<file path="config.mk">
export PLATFORM = sky130hd
export DESIGN_NAME = radio_mode_control
export DESIGN_NICKNAME = d
export VERILOG_FILES = /design/src/radio_ctrl_pkg.sv /design/src/step_timer.sv /design/src/spread_select.sv /design/src/radio_mode_control.sv
export SDC_FILE = /design/constraint.sdc
export NUM_CORES = 1
export LEC_CHECK = 0
export ABC_AREA = 1
export BUFFER_PORTS_ARGS = -buffer_cell sky130_fd_sc_hd__buf_2
export CELL_PAD_IN_SITES_DETAIL_PLACEMENT = 1
export CELL_PAD_IN_SITES_GLOBAL_PLACEMENT = 2
export CORE_ASPECT_RATIO = 1.25
export CORE_MARGIN = 1
export CORE_UTILIZATION = 28
export DETAILED_ROUTE_END_ITERATION = 8
export PLACE_DENSITY = 0.89
export SYNTH_ARGS = -nofsm -noshare
export SYNTH_HDL_FRONTEND = slang
export SYNTH_HIERARCHICAL = 1
export SYNTH_SLANG_ARGS = --single-unit
</file>
<file path="constraint.sdc">
create_clock -name MCLK -period 4.67 [get_ports MCLK]
set_clock_uncertainty 0.15 [all_clocks]
set_input_delay 0.934 -clock MCLK [delete_from_list [all_inputs] [get_ports MCLK]]
set_output_delay 0.934 -clock MCLK [all_outputs]
set_load 0.01 [all_outputs]
</file>
<file path="src/radio_ctrl_pkg.sv">
// constants for the radio mode control register block
// assumes one 20 MHz core clock and a simple byte-wide register port
package radio_ctrl_pkg;
   localparam int unsigned CLK_HZ = 20000000;
   localparam int unsigned SETTLE_STEP_NS = 2000;
   localparam int unsigned STEP_CYCLES = (SETTLE_STEP_NS * (CLK_HZ / 1000000)) / 1000;
   localparam logic [5:0] ADDR_MODE_CONTROL = 6'h03;
   localparam logic [5:0] ADDR_CODE_WIDTH = 6'h04;
   localparam logic [5:0] ADDR_LOCK_COUNT = 6'h38;
   localparam logic [7:0] MODE_CONTROL_RESET = 8'h00;
   localparam logic [7:0] CODE_WIDTH_RESET = 8'h00;
   localparam logic [7:0] LOCK_COUNT_RESET = 8'h64;
   localparam int unsigned BIT_RX_ON = 7;
   localparam int unsigned BIT_TX_ON = 6;
   localparam int unsigned BIT_HALF_SELECT = 5;
   localparam int unsigned BIT_LOCK_BYPASS = 4;
   localparam int unsigned BIT_AMP_MANUAL = 3;
   localparam int unsigned BIT_AMP_ON = 2;
   localparam int unsigned BIT_CODE_SHORT = 2;
   localparam logic [7:0] MODE_CONTROL_MASK = 8'hFC;
   localparam logic [7:0] CODE_WIDTH_MASK = 8'h07;
   typedef enum logic [1:0] {
      ST_IDLE = 2'b00,
      ST_LOCK = 2'b01,
      ST_COUNT = 2'b11,
      ST_RUN = 2'b10
   } settle_state_t;
endpackage

</file>
<file path="src/step_timer.sv">
// step timer: one pulse per settle step of 2 us
// assumes clear from the sequencer restarts the step phase
`timescale 1ns/100ps
module step_timer (
   input wire logic clk,
   input wire logic rst,
   input wire logic clear,
   output logic tick
);
   logic [7:0] count;
   logic [7:0] next_count;
   always_comb begin
      next_count = count + 8'h01;
      if (clear || count == 8'(radio_ctrl_pkg::STEP_CYCLES - 1)) begin
         next_count = 8'h00;
      end
   end
   always_ff @(posedge clk) begin
      if (rst) begin
         count <= 8'h00;
      end else begin
         count <= next_count;
      end
   end
   assign tick = !clear && count == 8'(radio_ctrl_pkg::STEP_CYCLES - 1);
endmodule

</file>
<file path="src/spread_select.sv">
// passes the stored 64-chip code, or with code_short chooses its 32-chip half
// assumes code is stable while the radio runs
`timescale 1ns/100ps
module spread_select (
   input wire logic [63:0] code,
   input wire logic code_short,
   input wire logic half_upper,
   output logic [63:0] code_used
);
   always_comb begin
      if (!code_short) begin
         code_used = code;
      end else if (half_upper) begin
         code_used = {32'h0000_0000, code[63:32]};
      end else begin
         code_used = {32'h0000_0000, code[31:0]};
      end
   end
endmodule

</file>
<file path="src/radio_mode_control.sv">
// radio mode control register, settle sequencer and amplifier control
// assumes a byte register port from the serial interface, one cycle strobes
`timescale 1ns/100ps
module radio_mode_control (
   input wire logic MCLK,
   input wire logic SRST,
   input wire logic [5:0] REG_ADDR,
   input wire logic [7:0] REG_WDATA,
   input wire logic REG_WRITE,
   input wire logic REG_READ,
   output logic [7:0] REG_RDATA,
   input wire logic [63:0] SPREAD_CODE,
   input wire logic SYNTH_LOCK,
   input wire logic BASEBAND_AMP_ON,
   output logic SYNTH_ON,
   output logic RX_ACTIVE,
   output logic TX_ACTIVE,
   output logic SETTLING,
   output logic AMP_ENABLE,
   output logic CODE_SHORT,
   output logic [63:0] CODE_USED
);
   logic [7:0] mode_control;
   logic [7:0] code_width;
   logic [7:0] lock_count;
   logic [7:0] next_mode_control;
   logic [7:0] next_code_width;
   logic [7:0] next_lock_count;
   logic [7:0] next_rdata;
   radio_ctrl_pkg::settle_state_t state;
   radio_ctrl_pkg::settle_state_t next_state;
   logic [7:0] settle_left;
   logic [7:0] next_settle_left;
   logic rx_active;
   logic tx_active;
   logic next_rx_active;
   logic next_tx_active;
   logic amp_enable;
   logic next_amp_enable;
   logic [63:0] code_used;
   logic want_rx;
   logic want_tx;
   logic bypass;
   logic tick;
   logic step_clear;

   assign want_rx = mode_control[radio_ctrl_pkg::BIT_RX_ON];
   assign want_tx = mode_control[radio_ctrl_pkg::BIT_TX_ON];
   assign bypass = mode_control[radio_ctrl_pkg::BIT_LOCK_BYPASS];

   // register writes; mode control bits 1:0 kept zero whatever software sends
   always_comb begin
      next_mode_control = mode_control;
      next_code_width = code_width;
      next_lock_count = lock_count;
      if (REG_WRITE) begin
         case (REG_ADDR)
            radio_ctrl_pkg::ADDR_MODE_CONTROL: begin
               next_mode_control = REG_WDATA & radio_ctrl_pkg::MODE_CONTROL_MASK;
            end
            radio_ctrl_pkg::ADDR_CODE_WIDTH: begin
               next_code_width = REG_WDATA & radio_ctrl_pkg::CODE_WIDTH_MASK;
            end
            radio_ctrl_pkg::ADDR_LOCK_COUNT: begin
               next_lock_count = REG_WDATA;
            end
            default: begin
               next_lock_count = lock_count;
            end
         endcase
      end
   end

   // read data registered one cycle after the strobe; unmapped reads zero
   always_comb begin
      next_rdata = 8'h00;
      if (REG_READ) begin
         case (REG_ADDR)
            radio_ctrl_pkg::ADDR_MODE_CONTROL: next_rdata = mode_control;
            radio_ctrl_pkg::ADDR_CODE_WIDTH: next_rdata = code_width;
            radio_ctrl_pkg::ADDR_LOCK_COUNT: next_rdata = lock_count;
            default: next_rdata = 8'h00;
         endcase
      end
   end

   always_ff @(posedge MCLK) begin
      if (SRST) begin
         mode_control <= radio_ctrl_pkg::MODE_CONTROL_RESET;
         code_width <= radio_ctrl_pkg::CODE_WIDTH_RESET;
         lock_count <= radio_ctrl_pkg::LOCK_COUNT_RESET;
         REG_RDATA <= 8'h00;
      end else begin
         mode_control <= next_mode_control;
         code_width <= next_code_width;
         lock_count <= next_lock_count;
         REG_RDATA <= next_rdata;
      end
   end

   step_timer u_step (
      .clk(MCLK),
      .rst(SRST),
      .clear(step_clear),
      .tick(tick)
   );

   // settle sequencer; dropping both enables aborts and returns to idle
   always_comb begin
      next_state = state;
      next_settle_left = settle_left;
      step_clear = 1'b1;
      case (state)
         radio_ctrl_pkg::ST_IDLE: begin
            if (want_rx || want_tx) begin
               next_settle_left = lock_count;
               if (bypass) begin
                  next_state = radio_ctrl_pkg::ST_COUNT;
               end else begin
                  next_state = radio_ctrl_pkg::ST_LOCK;
               end
            end
         end
         radio_ctrl_pkg::ST_LOCK: begin
            if (!(want_rx || want_tx)) begin
               next_state = radio_ctrl_pkg::ST_IDLE;
            end else if (SYNTH_LOCK || bypass) begin
               next_state = radio_ctrl_pkg::ST_COUNT;
               next_settle_left = lock_count;
            end
         end
         radio_ctrl_pkg::ST_COUNT: begin
            step_clear = 1'b0;
            if (!(want_rx || want_tx)) begin
               next_state = radio_ctrl_pkg::ST_IDLE;
            end else if (settle_left == 8'h00) begin
               next_state = radio_ctrl_pkg::ST_RUN;
            end else if (tick) begin
               next_settle_left = settle_left - 8'h01;
            end
         end
         radio_ctrl_pkg::ST_RUN: begin
            if (!(want_rx || want_tx)) begin
               next_state = radio_ctrl_pkg::ST_IDLE;
            end
         end
         default: begin
            next_state = radio_ctrl_pkg::ST_IDLE;
         end
      endcase
   end

   // mode outputs only after settling; amplifier select
   always_comb begin
      next_rx_active = want_rx && state == radio_ctrl_pkg::ST_RUN;
      next_tx_active = want_tx && state == radio_ctrl_pkg::ST_RUN;
      if (mode_control[radio_ctrl_pkg::BIT_AMP_MANUAL]) begin
         next_amp_enable = mode_control[radio_ctrl_pkg::BIT_AMP_ON];
      end else begin
         next_amp_enable = BASEBAND_AMP_ON;
      end
   end

   always_ff @(posedge MCLK) begin
      if (SRST) begin
         state <= radio_ctrl_pkg::ST_IDLE;
         settle_left <= 8'h00;
         rx_active <= 1'b0;
         tx_active <= 1'b0;
         amp_enable <= 1'b0;
      end else begin
         state <= next_state;
         settle_left <= next_settle_left;
         rx_active <= next_rx_active;
         tx_active <= next_tx_active;
         amp_enable <= next_amp_enable;
      end
   end

   spread_select u_spread (
      .code(SPREAD_CODE),
      .code_short(code_width[radio_ctrl_pkg::BIT_CODE_SHORT]),
      .half_upper(mode_control[radio_ctrl_pkg::BIT_HALF_SELECT]),
      .code_used(code_used)
   );

   always_ff @(posedge MCLK) begin
      if (SRST) begin
         CODE_USED <= 64'h0000_0000_0000_0000;
      end else begin
         CODE_USED <= code_used;
      end
   end

   assign SYNTH_ON = state != radio_ctrl_pkg::ST_IDLE;
   assign SETTLING = state == radio_ctrl_pkg::ST_LOCK || state == radio_ctrl_pkg::ST_COUNT;
   assign RX_ACTIVE = rx_active;
   assign TX_ACTIVE = tx_active;
   assign AMP_ENABLE = amp_enable;
   assign CODE_SHORT = code_width[radio_ctrl_pkg::BIT_CODE_SHORT];
endmodule

</file>
After elaboration in Yosys (flattened, before gate mapping)
Index checks and enable logic that the tools add are counted.
{"block": "op_classes", "add_sub_neg": 2, "n_mul": 0, "n_div": 0, "magnitude_cmp": 0, "n_eq_ne": 16, "n_shift": 0, "n_mux": 20, "bitwise_logic": 1, "reduce_logical": 18}
{"cell": "2-to-1 mux 64 bit", "count": 1}
{"cell": "2-to-1 mux 8 bit", "count": 6}
{"cell": "case mux 8 bit (3 select lines)", "count": 2}
{"cell": "2-to-1 mux 32 bit", "count": 1}
{"cell": "2-to-1 mux 2 bit", "count": 7}
{"cell": "inequality test 2 bit, second input constant", "count": 7}
{"cell": "adder 8 x 1 -> 8 bit, second input constant", "count": 1}
{"cell": "== test 8 x 6 -> 1 bit, second input constant", "count": 1}
{"cell": "zero test 8 bit", "count": 1}
{"cell": "case mux 2 bit (4 select lines)", "count": 1}
{"cell": "subtractor 8 x 1 -> 8 bit, second input constant", "count": 1}
{"cell": "AND reduction 7 bit", "count": 1}
{"cell": "== test 6 x 2 -> 1 bit, second input constant", "count": 1}
{"cell": "== test 6 x 3 -> 1 bit, second input constant", "count": 1}
{"cell": "== test 6 bit, second input constant", "count": 1}
{"cell": "inequality test 3 bit, second input constant", "count": 2}
{"cell": "AND reduction 2 bit", "count": 3}
{"cell": "== test 2 bit, second input constant", "count": 2}
{"cell": "logical OR 1 bit", "count": 4}
{"cell": "AND reduction 4 bit", "count": 1}
{"cell": "OR reduction 2 bit", "count": 2}
{"cell": "logical AND 1 bit", "count": 3}
{"cell": "nonzero test 3 bit", "count": 1}
{"cell": "== test 2 x 1 -> 1 bit, second input constant", "count": 1}
{"cell": "4 further kinds", "count": 5}
{"block": "word_totals", "regBits": 110, "latch_bits": 0, "ram_bits": 0, "romBits": 0, "input_bits": 84, "output_inout_bits": 78, "word_cells": 68, "memories": 0}

Longest topological paths before layout
{"block": "logic_depth", "ltp_word": 6, "depth_mapped": 11, "depth_no_buf": 11}

Hierarchy
Netlist, hierarchy kept.
{"module": "radio_mode_control", "instances": 1, "cells_per_inst": 468, "area_per_inst_um2": 3647.2, "seq_area_each_um2": 2042.0}
{"module": "spread_select", "instances": 1, "cells_per_inst": 175, "area_per_inst_um2": 734.5, "seq_area_each_um2": 0.0}
{"module": "step_timer", "instances": 1, "cells_per_inst": 54, "area_per_inst_um2": 407.9, "seq_area_each_um2": 160.2}

Worst setup path before layout
OpenSTA, ideal clock, no wires.
{"block": "synth_timing", "path_kind": "in2reg", "from": "in REG_ADDR[3]", "to": "reg lock_count[2]", "setup_time_ps": 123, "t_arrival_ps": 1645, "required_time_ps": 4397, "slack_ps": 2751, "cell_stages": 8, "path_buffers": 1, "path_cell_list": "inv_2 > nor3_2 > nand2_2 > nor2_4 > buf_6 > inv_2 > nand2_1 > nand3_1"}
{"block": "synth_via", "elab_chain_len": 2}
{"item": "start, declared", "line_no": "radio_mode_control.sv:7", "source": "input wire logic [5:0] REG_ADDR,"}
{"item": "== test 6 bit", "line_no": "radio_mode_control.sv:57", "source": "case (REG_ADDR)"}
{"item": "AND reduction 2 bit (no line)"}
{"item": "end signal, assigned", "line_no": "radio_mode_control.sv:91", "source": "lock_count <= radio_ctrl_pkg::LOCK_COUNT_RESET;"}
{"item": "end signal, assigned", "line_no": "radio_mode_control.sv:96", "source": "lock_count <= next_lock_count;"}
{"item": "end, declared", "line_no": "radio_mode_control.sv:25", "source": "logic [7:0] lock_count;"}
No other way between the ends.
A chain may end at the register's enable or synchronous reset.

Worst setup path in the final report
{"block": "layout_timing", "from": "reg state[0]", "to": "out SYNTH_ON"}
{"block": "layout_via", "elab_chain_len": 1}
{"item": "start, declared", "line_no": "radio_mode_control.sv:30", "source": "radio_ctrl_pkg::settle_state_t state;"}
{"item": "start signal, assigned", "line_no": "radio_mode_control.sv:166", "source": "state <= radio_ctrl_pkg::ST_IDLE;"}
{"item": "start signal, assigned", "line_no": "radio_mode_control.sv:172", "source": "state <= next_state;"}
{"item": "nonzero test 2 bit", "line_no": "radio_mode_control.sv:195", "source": "assign SYNTH_ON = state != radio_ctrl_pkg::ST_IDLE;"}
{"item": "end, declared", "line_no": "radio_mode_control.sv:15", "source": "output logic SYNTH_ON,"}
No other way between the ends.

==> results.md <==
* Residual DRC count at 0
* Worst reg-to-reg setup slack at about 2800 ps
* Power Density at 339 nW/um^2
* Final setup vio count at 0
* Sw frac at between 20 and 30%
* Core Box Area at 16800 sq um
* I/O Buffers at 161
* P_sw at 0.000586 W
* R2R depth at 6
* Clock tree buffer depth at 2
* Non-filler cells, final at 1073
* Measured slew at the worst slew-check pin at ~700 ps
* Die area at 17600 sq um
* RSZ-0062 raised after global routing: no
* Final period utilization at 49.3%
* Fillers at 2193
* Status: finished clean
* Post-Synth Adder-Cell Area at 0.784%
* Cells along the critical path: inv_1, nand2_1, buf_2
* Xor/xnor share of the synthesized area at 0.366%
* Area of the multi-input gates at around 1900 sq um
* Total Wirelength at 13500 microns
* Clock latency at the later pin of the worst-skew pair at 360 ps
* Synth cell types at 33
* Req. time, crit path at 3590 ps
* Placed cell area at 5750 sq um
* Layout cell share with drive strength beyond 1 at 25.4%
* Min Clock Period, post-route at 2300 ps
* CTS tree: done
* Total power at 0.00205 W
* Initial antenna violation count at 1
* Crit path to: SYNTH_ON
* DRT iter0 DRCs at around 100
* Final Cell Area at 6040 sq um
* Crit path max fanout at 6
* Hold Path Stages at 1
* Post-CTS Resized at 0
* CTS HTree Levels at 3
* Setup TNS at 0 ps
* Wire per inst at 12.6 microns
* Die Span X at 119 microns
* Worst min path class: flip-flop to flip-flop
* Worst setup SP type: flip-flop
* Mapped cell area at ~4800 sq um
* # rows at 53
* Mean Syn Cell Area at 6.87 sq um
* GRT Resource Usage Total at 15.8%
* First-pass GRT wire length at between 20000 and 25000 microns
* Via count at 4536
* GRT met2 Usage at 28.0%
* Vias in the first global route at 4494
* TritonRoute pass-1 iters at 6
* CTS clk-pin slew, worst paths at 70 ps
* Nets at 934
* Peak supply drop at 0.000141 V
* Met1 usage at around 17%
* Initial core utilization at 28.5%
* Crit path from: state[0]$_SDFFE_PP0P_
* Crit path capture type: primary output
* Largest family of logic cells by synthesized area: simple AND/OR/NAND/NOR gates
* Detailed placement HPWL at a little over 10000 microns
* Synth Warn # at 6
* Comb power frac at 14.6%
* Critical R2R Capture: CODE_USED[20]$_SDFF_PP0_
* Crit Path Category: flip-flop to primary output
* CP max stage delay at 490 ps
* Reg-to-Reg Start: mode_control[5]$_SDFFE_PP0P_
* Setup Fix Bufs, Post-CTS at 0
* Crit path DAT at between 1000 and 1500 ps
* Mapped Nets at 784
* Pins Over Slew Limit at 0
* Io pins at 162
* Fin util at 36.0%
* Compound-cell area share of the yosys netlist at slightly below 6%
* Sequential group share of total power at around half
* Synth Register Bits at between 100 and 150
* Maximum capacitance violations at 0
* Area Overhead vs Synth at 26.1%
* Vias per cell at 4.23
* Dpl cells at roughly 1100
* Mapped Cells at 697
* FMAX at 0.434 GHz
* Global route hottest layer: met2
* Reg area at about 2200 sq um
* CTS root buffer: clkbuf_16
* Sequential-to-total area share from yosys stat at 46.0%
* CTS sink count at 110
* Int Pwr at roughly 0.0015 W
* Chip height at 148 microns
* Hold buffer count at cts at 0
* Total grt overflow at 0
* Post-synthesis mux area share at 0%
* Final ANT Viol Nets at 0
* Clk pwr share at 36.3%
* Largest net degree at the start of global routing at 56
* Critical-path top delay cell: dfxtp_1
* Fin. Hold Viols at 0
* Simple logic cell fraction of the synthesized area at 33.0%
* Pleak at 3.35 nW
* Routability cong. at between 0.7 and 0.8
* Slew HR at 52.4%
* CTS Buf Count at 9
* Met3 usage at 3.87%
## per-layer routing
layer | wire length, microns | vias up | part of all wire (%)
li1 | - | 2370 | -
met1 | 5780 | 2056 | 43
met2 | 6670 | 91 | 49
met3 | 724 | 19 | 5.4
met4 | 319 | 0 | 2.4
met5 | 0 | - | 0
## layout make-up
cell class,count,share of cell area (%)
Antenna cell,1,0.0414
Clock buffer,9,3.73
Clock inverter,7,0.973
Inverter,141,8.78
Multi-Input combinational cell,421,31.7
Sequential cell,110,36.5
Tap cell,220,4.56
Timing Repair Buffer,164,13.7
## stage by stage
step	worst slack, ps	hold slack (ps)
floorplan	2750	280
global placement	2340	296
detailed placement	2320	311
CTS	2330	328
global route	2270	346
finish	2370	320
## worst max-delay path, delay by kind of cell (launching register included)
| family | cells | cell delay [ps] |
|---|---|---|
| flip-flops | 1 | 490 |
| buffers and inverters | 2 | 280 |
| AND/OR/NAND/NOR | 1 | 100 |
## placed cells by master (no fill, tap or decap), drive strengths merged
| master | Yosys | final |
|---|---|---|
| clkinv | 1 | 5 |
| xnor2 | 1 | 1 |
| nand4 | 3 | 3 |
| o21bai | 1 | 1 |
| dfxtp | 110 | 110 |
| buf | 22 | 164 |
| xor2 | 1 | 1 |
| nor3 | 5 | 5 |
| nor2 | 152 | 152 |
| inv | 140 | 142 |
| or2 | 3 | 3 |
| nand2 | 144 | 144 |
| clkbuf | 3 | 9 |
| ha | 3 | 3 |
| a22oi | 3 | 3 |
| o21ai | 24 | 24 |
| nand3b | 2 | 2 |
| nand3 | 55 | 55 |
| o22ai | 1 | 1 |
| diode | 0 | 1 |
| clkinvlp | 0 | 1 |
| a21oi | 23 | 23 |
## cell families after synthesis
family / count (synthesis)
AOI/OAI and AO/OA: 52
xor gates and xnor gates: 2
adders and majority gates: 3
buffers and inverters: 166
and+or+nand+nor: 364
DFF: 110
## flip-flops by register name, indices dropped and copies added (netlist names)
name / flops
CODE_USED: 64
REG_RDATA: 8
lock_count: 8
settle_left: 8
u_step/count: 8
mode_control: 6
code_width: 3
state: 2
AMP_ENABLE: 1
RX_ACTIVE: 1
TX_ACTIVE: 1
## power groups by stage
stage	sequential (W)	clock [W]	combinational, W
after global placement	0.00103	0	0.000298
after detailed placement	0.00103	0	0.000304
after CTS	0.00101	0.000774	0.000305
after floorplan	0.00104	0	0.000169
after global routing	0.00101	0.000803	0.000340
final	0.00101	0.000744	0.000298
## how the worst min path moves through the flow
stage	startpoint	endpoint	slack, ps
after global placement	u_step/count[0]$_SDFF_PP0_	u_step/count[0]$_SDFF_PP0_	300
after detailed placement	u_step/count[0]$_SDFF_PP0_	u_step/count[0]$_SDFF_PP0_	310
after global routing	u_step/count[0]$_SDFF_PP0_	u_step/count[0]$_SDFF_PP0_	350
final	u_step/count[0]$_SDFF_PP0_	u_step/count[0]$_SDFF_PP0_	320
after floorplan	u_step/count[0]$_SDFF_PP0_	u_step/count[0]$_SDFF_PP0_	280
after CTS	u_step/count[0]$_SDFF_PP0_	u_step/count[0]$_SDFF_PP0_	330
## synthesized netlist by cell type, drive strengths merged
library cell  instances  share of area, %
ha                    3              0.78
nor3                  5              0.63
xor2                  1              0.18
a22oi                 3              0.47
xnor2                 1              0.18
clkinv                1              0.10
nand3b                2              0.31
nand3                55               6.0
a21oi                23               2.6
or2                   3              0.39
o21ai                24               2.5
clkbuf                3              0.24
nand4                 3              0.39
buf                  22               2.7
nor2                152                13
nand2               144                12
o21bai                1              0.16
o22ai                 1              0.13
dfxtp               110                46
inv                 140                11
Note: power is estimated with default switching activity, not from simulation.
